===== config.mk =====
export PLATFORM = sky130hd
export DESIGN_NAME = mpcs_regs
export DESIGN_NICKNAME = d
export VERILOG_FILES = /design/src/hdl/mpcs_pkg.sv /design/src/hdl/mpcs_abil_if.sv /design/src/hdl/mpcs_ability_capture.sv /design/src/hdl/mpcs_regs.sv
export SDC_FILE = /design/constraint.sdc
export NUM_CORES = 1
export LEC_CHECK = 0
export CAP_MARGIN = 30
export CELL_PAD_IN_SITES_DETAIL_PLACEMENT = 1
export CELL_PAD_IN_SITES_GLOBAL_PLACEMENT = 2
export CORE_ASPECT_RATIO = 0.7
export CORE_MARGIN = 2
export CORE_UTILIZATION = 36
export CTS_CLUSTER_SIZE = 28
export DETAILED_ROUTE_END_ITERATION = 8
export DONT_BUFFER_PORTS = 1
export PLACE_DENSITY_LB_ADDON = 0.15
export SLEW_MARGIN = 20
export SYNTH_ARGS = -nofsm -noshare
export SYNTH_HDL_FRONTEND = slang
export SYNTH_HIERARCHICAL = 1
export SYNTH_SLANG_ARGS = --single-unit
export TNS_END_PERCENT = 10

===== constraint.sdc =====
create_clock -name CLK -period 2.2 [get_ports CLK]
set_input_delay 0.33 -clock CLK [delete_from_list [all_inputs] [get_ports CLK]]
set_output_delay 0.33 -clock CLK [all_outputs]
set_load 0.03 [all_outputs]

===== src/hdl/mpcs_pkg.sv =====
// constants, field positions and rate codes for the multi-rate pcs mode control registers
package mpcs_pkg;
    // register indices; byte address is four times the index
    localparam logic [10:0] IDX_IF_MODE   = 11'h014;
    localparam logic [10:0] IDX_CTRL      = 11'h400;
    localparam logic [10:0] IDX_STATUS    = 11'h401;
    localparam logic [10:0] IDX_PARTNER   = 11'h405;
    localparam logic [10:0] IDX_IRQ_STAT  = 11'h420;
    localparam logic [10:0] IDX_IRQ_CLEAR = 11'h421;
    localparam logic [10:0] IDX_IRQ_EN    = 11'h422;

    localparam int IFM_SERIAL_SEL = 0;
    localparam int IFM_USE_NEG    = 1;
    localparam int IFM_SPEED_LO   = 2;
    localparam int CTL_UNIV_SEL   = 0;
    localparam int CTL_NEG_EN     = 1;
    localparam int CTL_SPEED_LO   = 2;
    localparam int CTL_RESTART    = 9;
    localparam int STS_LINK       = 2;
    localparam int STS_AN_DONE    = 5;
    localparam int PA_CLOCK_STOP  = 7;
    localparam int PA_LOWPOWER    = 8;
    localparam int PA_SPEED_LO    = 9;
    localparam int PA_DUPLEX      = 12;
    localparam int PA_ACK         = 14;
    localparam int PA_LINK        = 15;

    localparam logic [15:0] PA_KEEP_MASK  = 16'h9F80;
    localparam logic [3:0]  IFM_RESET     = 4'h0;
    localparam logic [2:0]  CTL_SPEED_RST = 3'h0;
    localparam logic        CTL_NEG_RST   = 1'b1;
    localparam int          MATCH_COUNT   = 3;

    localparam logic [1:0] LS_10M  = 2'h0;
    localparam logic [1:0] LS_100M = 2'h1;
    localparam logic [1:0] LS_1G   = 2'h2;
    localparam logic [2:0] HS_10M  = 3'h0;
    localparam logic [2:0] HS_100M = 3'h1;
    localparam logic [2:0] HS_1G   = 3'h2;
    localparam logic [2:0] HS_10G  = 3'h3;
    localparam logic [2:0] HS_2G5  = 3'h4;
    localparam logic [2:0] HS_5G   = 3'h5;

    // interrupt status bit positions
    localparam int EV_LINK_LOST = 0;
    localparam int EV_AN_DONE   = 1;
    localparam int EV_PARTNER   = 2;
    localparam int EV_COUNT     = 3;
endpackage


===== src/hdl/mpcs_abil_if.sv =====
// carrier between the register bank and the partner ability capture
`timescale 1ns/1ps
`default_nettype none
interface mpcs_abil_if (
    input wire logic clk,
    input wire logic rstn
);
    logic        word_valid;
    logic [15:0] word;
    logic        restart;
    logic [15:0] ability;
    logic        ack_rise;

    modport bank (input clk, input rstn, output word_valid, output word, output restart,
                  input ability, input ack_rise);
    modport cap  (input clk, input rstn, input word_valid, input word, input restart,
                  output ability, output ack_rise);
endinterface
`default_nettype wire


===== src/hdl/mpcs_ability_capture.sv =====
// partner ability capture: takes a word only after three matching arrivals
`timescale 1ns/1ps
`default_nettype none
module mpcs_ability_capture
    import mpcs_pkg::*;
(
    mpcs_abil_if.cap ab
);
    typedef struct packed {
        logic [15:0] prev;
        logic [1:0]  cnt;
        logic [15:0] ability;
        logic        ack_rise;
    } mpcs_cap_t;

    mpcs_cap_t q;
    mpcs_cap_t d;

    always_comb begin
        d = q;
        d.ack_rise = 1'b0;
        if (ab.restart) begin
            d.cnt = 2'h0;
            d.ability = 16'h0000;
        end else if (ab.word_valid) begin
            if (q.cnt != 2'h0 && ab.word == q.prev) begin
                if (q.cnt < 2'(MATCH_COUNT - 1)) begin
                    d.cnt = q.cnt + 2'h1;
                end else begin
                    // third identical word: publish it with acknowledge set
                    d.ability = (ab.word & PA_KEEP_MASK) | (16'h0001 << PA_ACK);
                    d.ack_rise = ~q.ability[PA_ACK];
                end
            end else begin
                d.prev = ab.word;
                d.cnt = 2'h1;
            end
        end
    end

    always_ff @(posedge ab.clk) begin
        if (!ab.rstn) begin
            q <= '0;
        end else begin
            q <= d;
        end
    end

    assign ab.ability  = q.ability;
    assign ab.ack_rise = q.ack_rise;
endmodule
`default_nettype wire


===== src/hdl/mpcs_regs.sv =====
// mode control and status register bank with avalon-mm slave and interrupt
`timescale 1ns/1ps
`default_nettype none
module mpcs_regs
    import mpcs_pkg::*;
(
    input  wire logic        CLK,
    input  wire logic        RSTN,
    input  wire logic [12:0] AVS_ADDRESS,
    input  wire logic        AVS_READ,
    input  wire logic        AVS_WRITE,
    input  wire logic [31:0] AVS_WRITEDATA,
    input  wire logic [3:0]  AVS_BYTEENABLE,
    output logic      [31:0] AVS_READDATA,
    output logic             AVS_WAITREQUEST,
    input  wire logic        LINK_SYNC,
    input  wire logic        AN_DONE,
    input  wire logic [1:0]  LS_PARTNER_SPEED,
    input  wire logic        RX_ABILITY_VALID,
    input  wire logic [15:0] RX_ABILITY,
    output logic             LOWSPEED_SERIAL_SELECT,
    output logic      [1:0]  LOWSPEED_SPEED,
    output logic             HIGHSPEED_UNIVERSAL_SELECT,
    output logic      [2:0]  HIGHSPEED_SPEED,
    output logic             AN_RESTART,
    output logic             IRQ
);
    typedef struct packed {
        logic                ack;
        logic [31:0]         rdata;
        logic                serial_sel;
        logic                use_neg;
        logic [1:0]          ls_field;
        logic                univ_sel;
        logic                neg_en;
        logic [2:0]          hs_field;
        logic                restart;
        logic                link_ll;
        logic                an_done;
        logic [EV_COUNT-1:0] irq_stat;
        logic [EV_COUNT-1:0] irq_en;
        logic [1:0]          ls_speed;
        logic [2:0]          hs_speed;
    } mpcs_state_t;

    mpcs_state_t q;
    mpcs_state_t d;
    logic [15:0] ability;
    logic        ack_rise;

    mpcs_abil_if abil (.clk(CLK), .rstn(RSTN));

    mpcs_ability_capture u_capture (
        .ab (abil.cap)
    );

    assign abil.word_valid = RX_ABILITY_VALID;
    assign abil.word       = RX_ABILITY;
    assign abil.restart    = q.restart;
    assign ability         = abil.ability;
    assign ack_rise        = abil.ack_rise;

    // byte-lane merge of a write onto the current register image
    function automatic logic [31:0] merge(input logic [31:0] cur, input logic [31:0] wd,
                                          input logic [3:0] be);
        logic [31:0] r;
        r = cur;
        for (int i = 0; i < 4; i++) begin
            if (be[i]) begin
                r[i*8 +: 8] = wd[i*8 +: 8];
            end
        end
        return r;
    endfunction

    logic [10:0] idx;
    logic        req;
    logic        wr_now;
    logic        rd_now;
    logic [31:0] ifm_img;
    logic [31:0] ctl_img;
    logic [31:0] sts_img;
    logic [31:0] wimg;

    assign idx    = AVS_ADDRESS[12:2];
    assign req    = AVS_READ | AVS_WRITE;
    assign wr_now = AVS_WRITE & q.ack;
    assign rd_now = AVS_READ & q.ack;

    always_comb begin
        ifm_img = 32'h0000_0000;
        ifm_img[IFM_SERIAL_SEL] = q.serial_sel;
        ifm_img[IFM_USE_NEG] = q.use_neg;
        ifm_img[IFM_SPEED_LO +: 2] = q.ls_field;
        ctl_img = 32'h0000_0000;
        ctl_img[CTL_UNIV_SEL] = q.univ_sel;
        ctl_img[CTL_NEG_EN] = q.neg_en;
        ctl_img[CTL_SPEED_LO +: 3] = q.hs_field;
        ctl_img[CTL_RESTART] = q.restart;
        sts_img = 32'h0000_0000;
        sts_img[STS_LINK] = q.link_ll;
        sts_img[STS_AN_DONE] = q.an_done;
    end

    always_comb begin
        d = q;
        wimg = 32'h0000_0000;
        // one wait state: data are prepared in the first cycle and shown in the second
        d.ack = req & ~q.ack;
        if (req & ~q.ack) begin
            case (idx)
                IDX_IF_MODE:   d.rdata = ifm_img;
                IDX_CTRL:      d.rdata = ctl_img;
                IDX_STATUS:    d.rdata = sts_img;
                IDX_PARTNER:   d.rdata = {16'h0000, ability};
                IDX_IRQ_STAT:  d.rdata = {{(32-EV_COUNT){1'b0}}, q.irq_stat};
                IDX_IRQ_EN:    d.rdata = {{(32-EV_COUNT){1'b0}}, q.irq_en};
                default:       d.rdata = 32'h0000_0000;
            endcase
        end

        // device clears the restart request once it has been issued
        d.restart = 1'b0;
        if (wr_now) begin
            case (idx)
                IDX_IF_MODE: begin
                    wimg = merge(ifm_img, AVS_WRITEDATA, AVS_BYTEENABLE);
                    d.serial_sel = wimg[IFM_SERIAL_SEL];
                    d.use_neg = wimg[IFM_USE_NEG];
                    d.ls_field = wimg[IFM_SPEED_LO +: 2];
                end
                IDX_CTRL: begin
                    wimg = merge(ctl_img, AVS_WRITEDATA, AVS_BYTEENABLE);
                    d.univ_sel = wimg[CTL_UNIV_SEL];
                    d.neg_en = wimg[CTL_NEG_EN];
                    d.hs_field = wimg[CTL_SPEED_LO +: 3];
                    d.restart = AVS_BYTEENABLE[1] & AVS_WRITEDATA[CTL_RESTART];
                end
                IDX_IRQ_EN: begin
                    wimg = merge({{(32-EV_COUNT){1'b0}}, q.irq_en}, AVS_WRITEDATA, AVS_BYTEENABLE);
                    d.irq_en = wimg[EV_COUNT-1:0];
                end
                IDX_IRQ_CLEAR: begin
                    if (AVS_BYTEENABLE[0]) begin
                        d.irq_stat = q.irq_stat & ~AVS_WRITEDATA[EV_COUNT-1:0];
                    end
                end
                default: begin
                    d.rdata = q.rdata;
                end
            endcase
        end

        // latched-low link: reloaded only by a read of the status register
        if (rd_now && idx == IDX_STATUS) begin
            d.link_ll = LINK_SYNC;
        end
        if (!LINK_SYNC) begin
            d.link_ll = 1'b0;
        end

        // completion is forgotten on restart; a completion in the same cycle still counts
        if (q.restart) begin
            d.an_done = 1'b0;
        end
        if (AN_DONE) begin
            d.an_done = 1'b1;
        end

        // event sets win over a software clear in the same cycle
        if (q.link_ll && !LINK_SYNC) begin
            d.irq_stat[EV_LINK_LOST] = 1'b1;
        end
        if (AN_DONE) begin
            d.irq_stat[EV_AN_DONE] = 1'b1;
        end
        if (ack_rise) begin
            d.irq_stat[EV_PARTNER] = 1'b1;
        end

        // effective low-speed rate; the field is ignored unless manual sgmii
        if (!q.serial_sel) begin
            d.ls_speed = LS_1G;
        end else if (q.use_neg) begin
            d.ls_speed = LS_PARTNER_SPEED;
        end else begin
            d.ls_speed = q.ls_field;
        end

        // effective high-speed rate
        if (!q.univ_sel) begin
            d.hs_speed = HS_10G;
        end else if (q.neg_en) begin
            d.hs_speed = ability[PA_SPEED_LO +: 3];
        end else begin
            d.hs_speed = q.hs_field;
        end
    end

    always_ff @(posedge CLK) begin
        if (!RSTN) begin
            q <= '0;
            q.serial_sel <= IFM_RESET[IFM_SERIAL_SEL];
            q.use_neg <= IFM_RESET[IFM_USE_NEG];
            q.ls_field <= IFM_RESET[IFM_SPEED_LO +: 2];
            q.neg_en <= CTL_NEG_RST;
            q.hs_field <= CTL_SPEED_RST;
            q.ls_speed <= LS_1G;
            q.hs_speed <= HS_10G;
        end else begin
            q <= d;
        end
    end

    assign AVS_WAITREQUEST            = req & ~q.ack;
    assign AVS_READDATA               = q.rdata;
    assign LOWSPEED_SERIAL_SELECT     = q.serial_sel;
    assign LOWSPEED_SPEED             = q.ls_speed;
    assign HIGHSPEED_UNIVERSAL_SELECT = q.univ_sel;
    assign HIGHSPEED_SPEED            = q.hs_speed;
    assign AN_RESTART                 = q.restart;
    assign IRQ                        = |(q.irq_stat & q.irq_en);
endmodule
`default_nettype wire


* After elaboration in Yosys (flattened, before gate mapping)
Cells that the tools add are included.
** Operators by class
- Add/sub/neg operators :: 1
- Magnitude comparators :: 1
- Equal/unequal tests :: 10
- Mux-type cells :: 22
- Bitwise gates (word level) :: 15
- Reduce and logical (&&, ||, !) cells :: 32
** Operators with widths (count)
- one-hot mux 16 bit (6 select lines) :: 1
- == test 11 bit (second input constant) :: 6
- 2-to-1 mux 32 bit :: 2
- 2-to-1 mux 42 bit :: 1
- AND reduction 3 bit :: 9
- nonzero test 2 bit :: 11
- == test 16 bit :: 1
- 2-to-1 mux 3 bit :: 5
- 2-to-1 mux 6 bit :: 2
- == test 11 x 5 -> 1 bit (second input constant) :: 1
- 2-to-1 mux 4 bit :: 2
- AND reduction 2 bit :: 4
- inverter 1 bit :: 7
- bitwise AND 3 bit :: 2
- 2-to-1 mux 2 bit :: 3
- 2-to-1 mux 1 bit :: 5
- 2-to-1 mux 5 bit :: 1
- OR reduction 5 bit :: 1
- bitwise AND 1 bit :: 4
- != test 2 bit (second input constant) :: 2
- OR reduction 4 bit :: 1
- logical AND 1 bit :: 3
- inverter 3 bit :: 1
- OR reduction 3 bit :: 1
- other kinds (5) :: 5
** Storage, ports and cells
- Register bits :: 83
- Bits of input ports :: 74
- Output and inout bits :: 42
- Logic and storage cells :: 102

* Depth between registers and ports, before layout
Gate-level depths: netlist of the first run.
- Word-level depth :: 6
- Gate-level depth with buffers :: 7

* Cells and area by module
Netlist of the first run, hierarchy kept.
** Modules (own cells, without submodules)
- mpcs_regs :: instances 1, cells each 253, area each 2200.9 um^2
- mpcs_ability_capture :: instances 1, cells each 161, area each 1420.1 um^2

* Worst setup path after synthesis of the first run
OpenSTA, ideal clock, no wires.
- Path kind :: in2reg
- From :: input AVS_ADDRESS[9]
- To :: register q (netlist bit AVS_READDATA[0])
- Arrival :: 1.758 ns
- Required time :: 2.122 ns
- Setup slack :: 0.364 ns
- Stages on the path :: 6
- Path through :: or4_4 buf_6 or3b_4 nor3_2 nor4_1 nor3_1
** Between the ends
- Longest elaborated chain between the ends :: 5
- Elaborated cells on any way between the ends :: 13
- Those cells by class :: eq/ne: 8; mux: 4; reduce/logical: 1
** Ends and longest elaborated chain
- start: declaration :: RTL line mpcs_regs.sv:9 : input wire logic [12:0] AVS_ADDRESS,
- == test 11 bit (tied with other cells) :: RTL line mpcs_regs.sv:111, mpcs_regs.sv:125
- one-hot mux 16 bit (6 select lines) :: RTL line mpcs_regs.sv:111 : case (idx)
- 2-to-1 mux 32 bit :: RTL line mpcs_regs.sv:110 : if (req & ~q.ack) begin
- 2-to-1 mux 32 bit :: RTL line mpcs_regs.sv:125 : case (idx)
- 2-to-1 mux 42 bit :: RTL line mpcs_regs.sv:124 : if (wr_now) begin
- end: declaration :: RTL line mpcs_regs.sv:46 : mpcs_state_t q;
Several ways; a longest one is shown, not always the timed one. The select of a mux whose other input is x is not followed.
A chain may end at the register's enable or synchronous reset.

* Final worst setup path of the first run
- From :: register u_capture/q[23] (netlist bit)
- To :: register u_capture/q[22] (netlist bit)
** Between the ends
- Longest elaborated chain between the ends :: 4
** Ends and longest elaborated chain
- start: declaration :: RTL line mpcs_ability_capture.sv:16 : mpcs_cap_t q;
- start signal: assignment :: RTL line mpcs_ability_capture.sv:43 : q <= '0;
- start signal: assignment :: RTL line mpcs_ability_capture.sv:45 : q <= d;
- == test 16 bit :: RTL line mpcs_ability_capture.sv:26 : if (q.cnt != 2'h0 && ab.word == q.prev) begin
- logical AND 1 bit :: RTL line mpcs_ability_capture.sv:26
- inverter 1 bit (no line)
- AND reduction 3 bit (no line)
No other way between the ends.

==> flow_summary_export.csv, run 1 <==
group,metric,value,unit
layout,nNetsFinal,461,
worst_setup_path,cp-startpoint,"u_capture/q[23]$_SDFFE_PN0P_",
place,place_hpwl,6410,um
worst_setup_path,crit_family,"simple AND/OR/NAND/NOR gates",
worst_setup_path,ff2ff_setup_slack,0.32,ns
worst_setup_path,critPathSlowestCell,"nor4_1",
routing,firstDrtPassIters,4,
floorplanning,die_area,0.0109,mm2
worst_setup_path,crit_cells,6,
cts,insertion_delay,0.33,ns
grt,grt_overflow_total,0,
synth,synth-xor-area-share,3.87,%
grt,grt_max_degree,74,
worst_setup_path,timing.rr.start,"u_capture/q[23]$_SDFFE_PN0P_",
layout,fin_cells,519,
synth,avgSynthCellArea,8.75,um2
hold_path,hold_start,"AVS_WRITEDATA[1]",
worst_setup_path,critPathArrivalTime,2.14,ns
place,gp_congestion,0.737,
sta,clock_skew,0.00567,ns
sta,final-hold-violation-count,0,
floorplanning,ioPinCount,116,
floorplanning,die_y,87.9,um
worst_setup_path,crit_buf_inv,1,
routing,drc,0,
synth,ys_seq_elements,67,
worst_setup_path,crit_path_end,"u_capture/q[22]$_SDFFE_PN0P_",
worst_setup_path,crit_type,"reg -> reg",
hold_path,hp-class,"in -> reg",
synth,synth_edf_count,0,
cts,clk_pin_slew,0.05,ns
sta,max_slew_margin,59.7,%
synth,async_flop_share,0,%
grt,grt_first_pass_wirelength,13900,um
sta,fin_crit_sh,85.6,%
layout,area_growth,2.28,%
sta,slew_viol_final,0,
hold_path,hold_depth,1,
worst_setup_path,critPathMaxFanout,13,
synth,syn-cell-area,0.00362,mm2
sta,fin_ws,0.317,ns
pwr,p_per_area,754,mW/mm2
cts,cts_htree_levels,3,
worst_setup_path,r2r-end,"u_capture/q[22]$_SDFFE_PN0P_",
sta,timing.fmax,0.531,GHz
cts,cts_resized,0,
worst_setup_path,path_cells,"xor2_1 -> nor4_1 -> nand4_2 -> o21ai_4 -> buf_12 -> mux2i_1",
synth,synth_fa_ha_area_share,0.346,%
synth,synth_compound_area_share,10.7,%
layout,fillers,1151,
place,portBuffers,0,
routing,vias,2579,
grt,grt_pass1_vias,2638,
layout,final_common_cell,"nand2_1",
worst_setup_path,cp_data_required_time,2.46,ns
synth,synth_mux_area_share,9.12,%
synth,ys_seq_area_share,37.0,%
routing,wl,8710,um
routing,initialDrtViolationCount,121,
status,outcome,"completed",
routing,antenna_left,0,
cts,clock-root-buffer,"clkbuf_16",
grt,grtUsageTotal,17.1,%
layout,num_antenna_cells,0,
sta,rsz0062_at_grt,"no",
worst_setup_path,crit_path_end_kind,"flip-flop",
routing,routed_via_density,4.97,
grt,antenna_found_initial,0,
floorplanning,row_count,30,
synth,ys_types,53,
sta,fin_crit,1.88,ns
floorplanning,start_util,37.2,%
worst_setup_path,startpoint_type,"flip-flop",
layout,final_cell_mix,"nand2_1 (74), dfxtp_1 (67), mux2i_1 (33)",
worst_setup_path,crit_path_max_incr_delay,0.37,ns
worst_setup_path,reg2regPathDepth,6,
routing,wl_per_cell,16.8,um
cts,cts_tree,"built",
cts,numCtsBuffers,9,
floorplanning,core-area,0.00972,mm2
job,drv_cap,0,
cts,clockBufferDepth,2,
sta,worst_pin_slew,0.601,ns
synth,synth_top_family_by_area,"simple AND/OR/NAND/NOR gates",
pwr,p_leak,1.46,nW
layout,drive_gt1_share,10.5,%
cts,cts-hold-fix-buffers,0,
synth,yosysWarnings,6,
cts,cts_post_setup_buffers_inserted,0,
synth,synthCells,414,
floorplanning,die_w,124,um
synth,yosys.area_share.simple,22.9,%
cts,clock_sinks,67,
sta,fin_tns_setup,0,ns
sta,setup_viol,0,
pwr,peakVddDrop,0.000354,V
synth,synth_ff_type,"dfxtp_1",
place,dp.cells,503,
place,pre_cts_ws,0.204,ns
## cells in the mapped netlist (7+ instances only)
master | count | share of area (%)
a21boi_0 | 7 | 1.5
a21boi_1 | 11 | 2.3
buf_4 | 54 | 11
clkbuf_1 | 12 | 1.2
dfxtp_1 | 67 | 37
mux2i_1 | 33 | 9.1
nand2_1 | 74 | 7.7
nand3_1 | 29 | 4.0
nor2_1 | 10 | 1.0
nor2b_1 | 9 | 1.6
o21ai_0 | 12 | 1.7
xor2_1 | 13 | 3.1
## power by group
group | total, mW | switching, mW | internal (mW)
sequential | 1.28 | 0.0345 | 1.25
combinational | 0.222 | 0.137 | 0.0854
clock | 1.29 | 0.536 | 0.756
## cell type report
| class | count | area, um2 | area share [%] |
|---|---|---|---|
| Clock buffer | 11 | 233 | 6.28 |
| Clock inverter | 5 | 30.0 | 0.811 |
| Inverter | 7 | 26.3 | 0.709 |
| Multi-Input combinational cell | 288 | 1790 | 48.3 |
| Sequential cell | 67 | 1340 | 36.2 |
| Tap cell | 128 | 160 | 4.32 |
| Timing Repair Buffer | 13 | 123 | 3.31 |
## worst min path at each step
stage | endpoint | slack, ns
finish | q[9]$_SDFFE_PN0P_ | 0.11
CTS | ctl_img[1]$_SDFFE_PN1P_ | 0.07
global placement | ctl_img[1]$_SDFFE_PN1P_ | 0.42
global route | ctl_img[1]$_SDFFE_PN1P_ | 0.11
floorplan | q[10]$_SDFFE_PN0P_ | 0.43
detailed placement | ctl_img[1]$_SDFFE_PN1P_ | 0.42
## per-stage QoR
| stage | area (um2) | hold WS (ns) | total power [mW] | utilization, % |
|---|---|---|---|---|
| after CTS | 3700 | 0.0670 | 2.85 | 38.1 |
| final | 3700 | 0.105 | 2.79 | 38.1 |
| after global routing | 3700 | 0.107 | 2.93 | 38.1 |
| after floorplan | 3700 | 0.430 | 1.55 | - |
| after global placement | 3430 | 0.417 | 1.52 | 35.3 |
| after detailed placement | 3440 | 0.419 | 1.53 | 35.4 |
## flip-flops by register name (all words and copies together), names as in the netlist
name and count:
q 9, HIGHSPEED_UNIVERSAL_SELECT 1, u_capture/ab.ability 8, AN_RESTART 1, AVS_READDATA 16, HIGHSPEED_SPEED 3, ifm_img 3, ctl_img 4
LOWSPEED_SPEED 2, u_capture/ab.ack_rise 1, LOWSPEED_SERIAL_SELECT 1, u_capture/q 18
## routing by layer
layer  up-vias  track usage [%]  part of all wire [%]
li1       1280                -                     -
met1      1229             23.6                    50
met2        58             24.8                    43
met3        12             6.12                   6.3
met4         0             5.17                   1.2
met5         -                0                     0
## worst register-to-register path, delay by kind of cell (launching register included)
family	cells	cell delay, ns
AND/OR/NAND/NOR	2	0.64
flip-flops	1	0.32
buffers and inverters	1	0.20
AO/OA/AOI/OAI	1	0.31
multiplexers	1	0.20
XOR/XNOR	1	0.16
## cell families (layout without fill, tap and decap cells)
logic type / Yosys count / in the layout
flops: 67 / 67
simple gates: 161 / 161
buf+inv: 81 / 36
mux: 33 / 33
xor+xnor: 16 / 16
compound gates: 53 / 53
other cells: 2 / 24
fa+ha+maj: 1 / 1
Power figures use the tool's default switching activity.
==> run 2, diff against run 1 <==
- ABC_AREA: default -> 1
- BUFFER_PORTS_ARGS: default -> -buffer_cell sky130_fd_sc_hd__clkbuf_2
- CORE_UTILIZATION: 36 -> 27
- DONT_BUFFER_PORTS: 1 -> default
==> flow_summary_export.csv, run 2 <==
group,metric,value,unit
worst_setup_path,r2r-end,"u_capture/q[29]$_SDFFE_PN0P_",
floorplanning,die_y,102,um
grt,grt_first_pass_wirelength,16600,um
synth,synth_edf_count,0,
synth,ys_seq_area_share,36.4,%
sta,worst_pin_slew,0.519,ns
sta,rsz0062_at_grt,"no",
worst_setup_path,crit_path_end_kind,"flip-flop",
sta,max_slew_margin,65.3,%
routing,wl_per_cell,13.7,um
worst_setup_path,critPathMaxFanout,32,
routing,firstDrtPassIters,4,
cts,cts_tree,"built",
cts,clock-root-buffer,"clkbuf_16",
layout,nNetsFinal,647,
worst_setup_path,reg2regPathDepth,10,
cts,cts-hold-fix-buffers,0,
synth,async_flop_share,0,%
cts,cts_post_setup_buffers_inserted,0,
layout,final_cell_mix,"nand2_1 (129), clkbuf_2 (69), dfxtp_1 (67)",
synth,ys_types,37,
floorplanning,start_util,27.8,%
synth,synth.largest_area_cell,"dfxtp_1",
cts,insertion_delay,0.34,ns
layout,num_antenna_cells,0,
layout,fin_cells,762,
routing,drc,0,
synth,synthCells,531,
sta,slew_viol_final,0,
synth,syn-cell-area,0.00368,mm2
hold_path,min_to,"LOWSPEED_SPEED[1]$_SDFF_PN1_",
cts,clock_sinks,67,
worst_setup_path,startpoint_type,"flip-flop",
status,outcome,"completed",
worst_setup_path,critPathArrivalTime,2.04,ns
place,place_hpwl,8170,um
sta,fin_crit_sh,82.8,%
place,gp_congestion,0.777,
cts,clockBufferDepth,2,
cts,clk_pin_slew,0.05,ns
pwr,peakVddDrop,0.000369,V
grt,grt_pass1_vias,3195,
hold_path,hold_depth,3,
layout,final_common_cell,"nand2_1",
routing,routed_via_density,4.29,
hold_path,hold_start,"LS_PARTNER_SPEED[1]",
pwr,swShare,26.4,%
routing,antenna_left,0,
pwr,p_int,2.33,mW
hold_path,hp-class,"in -> reg",
worst_setup_path,crit_path_max_incr_delay,0.37,ns
layout,design_area,0.00421,mm2
pwr,p_leak,1.92,nW
sta,fin_tns_setup,0,ns
worst_setup_path,crit_family,"simple AND/OR/NAND/NOR gates",
sta,timing.fmax,0.549,GHz
sta,final-hold-violation-count,0,
layout,largest_reg_flops,18,
synth,synthTopCellsByCount,"nand2_1 (129), dfxtp_1 (67), nor2_1 (55), buf_4 (54), inv_1 (52)",
worst_setup_path,ff2ff_setup_slack,0.38,ns
pwr,p_total,3.16,mW
synth,synth.most_common_cell,"nand2_1",
sta,clock_skew,0.00914,ns
synth,synth_area_leaders,"dfxtp_1 (36%), nand2_1 (13%), buf_4 (11%), nor2_1 (5.6%), a21oi_1 (5.6%)",
grt,antenna_found_initial,0,
pwr,clkPwrFrac,48.0,%
worst_setup_path,timing.rr.start,"u_capture/q[18]$_SDFFE_PP0P_",
grt,grt_max_degree,33,
place,placed_cell_area,0.00390,mm2
worst_setup_path,crit_buf_inv,1,
synth,synth_ff_type,"dfxtp_1",
sta,setup_viol,0,
routing,wl,10400,um
place,dp.cells,746,
cts,numCtsBuffers,9,
floorplanning,core-area,0.0132,mm2
synth,yosysWarnings,6,
routing,initialDrtViolationCount,131,
cts,cts_resized,0,
floorplanning,die_area,0.0146,mm2
place,pre_cts_ws,0.377,ns
place,portBuffers,69,
sta,fin_crit,1.82,ns
worst_setup_path,crit_type,"reg -> reg",
floorplanning,ioPinCount,116,
synth,ys_seq_elements,67,
layout,area_growth,14.4,%
floorplanning,row_count,35,
grt,grtUsageTotal,14.9,%
layout,drive_gt1_share,22.4,%
pwr,netSwitchingPower,833,uW
worst_setup_path,path_cells,"inv_1 -> ha_1 -> nor2_1 -> nand3b_1 -> nor2_4 -> nand3_4 -> nand3_4 -> nand2_1 -> nand2_1 -> nor2_1",
job,drv_cap,0,
layout,top_register,"u_capture/q",
layout,fillers,1704,
cts,cts_htree_levels,3,
synth,avgSynthCellArea,6.93,um2
worst_setup_path,cp_data_required_time,2.42,ns
pwr,combPwrFrac,11.6,%
routing,vias,3267,
grt,grt_overflow_total,0,
pwr,p_per_area,750,mW/mm2
pwr,p_seq_share,40.4,%
floorplanning,die_w,144,um
sta,fin_ws,0.378,ns
worst_setup_path,critPathSlowestCell,"dfxtp_1",
synth,synthDominantCellAreaShare,36.4,%
==> run 2: changes by cell type after synthesis, sizes merged, moves of 13 or more <==
| cell | previous run | this run |
|---|---|---|
| xor2 | 13 | 0 |
| nor2 | 10 | 71 |
| inv | 6 | 61 |
| a21boi | 18 | 0 |
| nand2 | 74 | 132 |
| o21ai | 13 | 31 |
| mux2i | 33 | 0 |
| a21oi | 5 | 42 |
==> run 2: how the worst max path moves through the flow <==
stage	endpoint	slack, ns	depth (start not counted)	startpoint
3_5_place_dp	u_capture/q[29]$_SDFFE_PN0P_	0.38	10	u_capture/q[18]$_SDFFE_PP0P_
3_3_place_gp	u_capture/q[32]$_SDFFE_PN0P_	0.44	10	u_capture/q[18]$_SDFFE_PP0P_
4_1_cts	u_capture/q[29]$_SDFFE_PN0P_	0.37	10	u_capture/q[18]$_SDFFE_PP0P_
6_report	u_capture/q[29]$_SDFFE_PN0P_	0.38	10	u_capture/q[18]$_SDFFE_PP0P_
5_1_grt	u_capture/q[33]$_SDFFE_PN0P_	0.22	10	u_capture/q[18]$_SDFFE_PP0P_
2_1_floorplan	u_capture/q[26]$_SDFFE_PN0P_	0.69	11	u_capture/q[18]$_SDFFE_PP0P_
==> run 2: logic make-up after synthesis <==
| logic type | synth area share [%] |
|---|---|
| DFF | 36.4 |
| other | 0.204 |
| xor gates and xnor gates | 0.238 |
| and+or+nand+nor | 31.6 |
| AOI/OAI and AO/OA | 11.8 |
| buffers and inverters | 19.4 |
| adders and majority gates | 0.340 |
==> run 2: cell type report <==
type | instances | area (um2) | area share [%]
Clock buffer | 12 | 267 | 6.33
Clock inverter | 4 | 47.5 | 1.13
Inverter | 62 | 234 | 5.56
Multi-Input combinational cell | 358 | 1710 | 40.6
Sequential cell | 67 | 1340 | 31.8
Tap cell | 185 | 231 | 5.50
Timing Repair Buffer | 74 | 383 | 9.09
==> run 2: per-stage QoR <==
stage | hold slack [ns] | util, %
after floorplan | 0.413 | -
after global placement | 0.432 | 29.5
after detailed placement | 0.439 | 29.5
after CTS | 0.199 | 31.8
after global routing | 0.221 | 31.8
final | 0.207 | 31.8
==> run 2: routing by layer <==
metal / part of all wire, % / global-route usage (%) / up-vias
met5: 0 / 0 / -
met4: 0.91 / 4.07 / 0
met3: 5.0 / 3.78 / 7
met2: 39 / 21.3 / 71
met1: 55 / 22.2 / 1505
li1: - / - / 1684
==> run 2: worst min-delay path: stages <==
cell and delay (ns):
clkbuf_2 0.07, a21oi_1 0.05, o21ai_0 0.05
==> run 2: power groups by stage <==
stage,Sequential (mW),Clock [mW],Combinational [mW]
finish,1.28,1.52,0.367
detailed placement,1.30,0,0.370
global placement,1.30,0,0.361
CTS,1.28,1.56,0.372
global route,1.28,1.61,0.414
floorplan,1.29,0,0.296
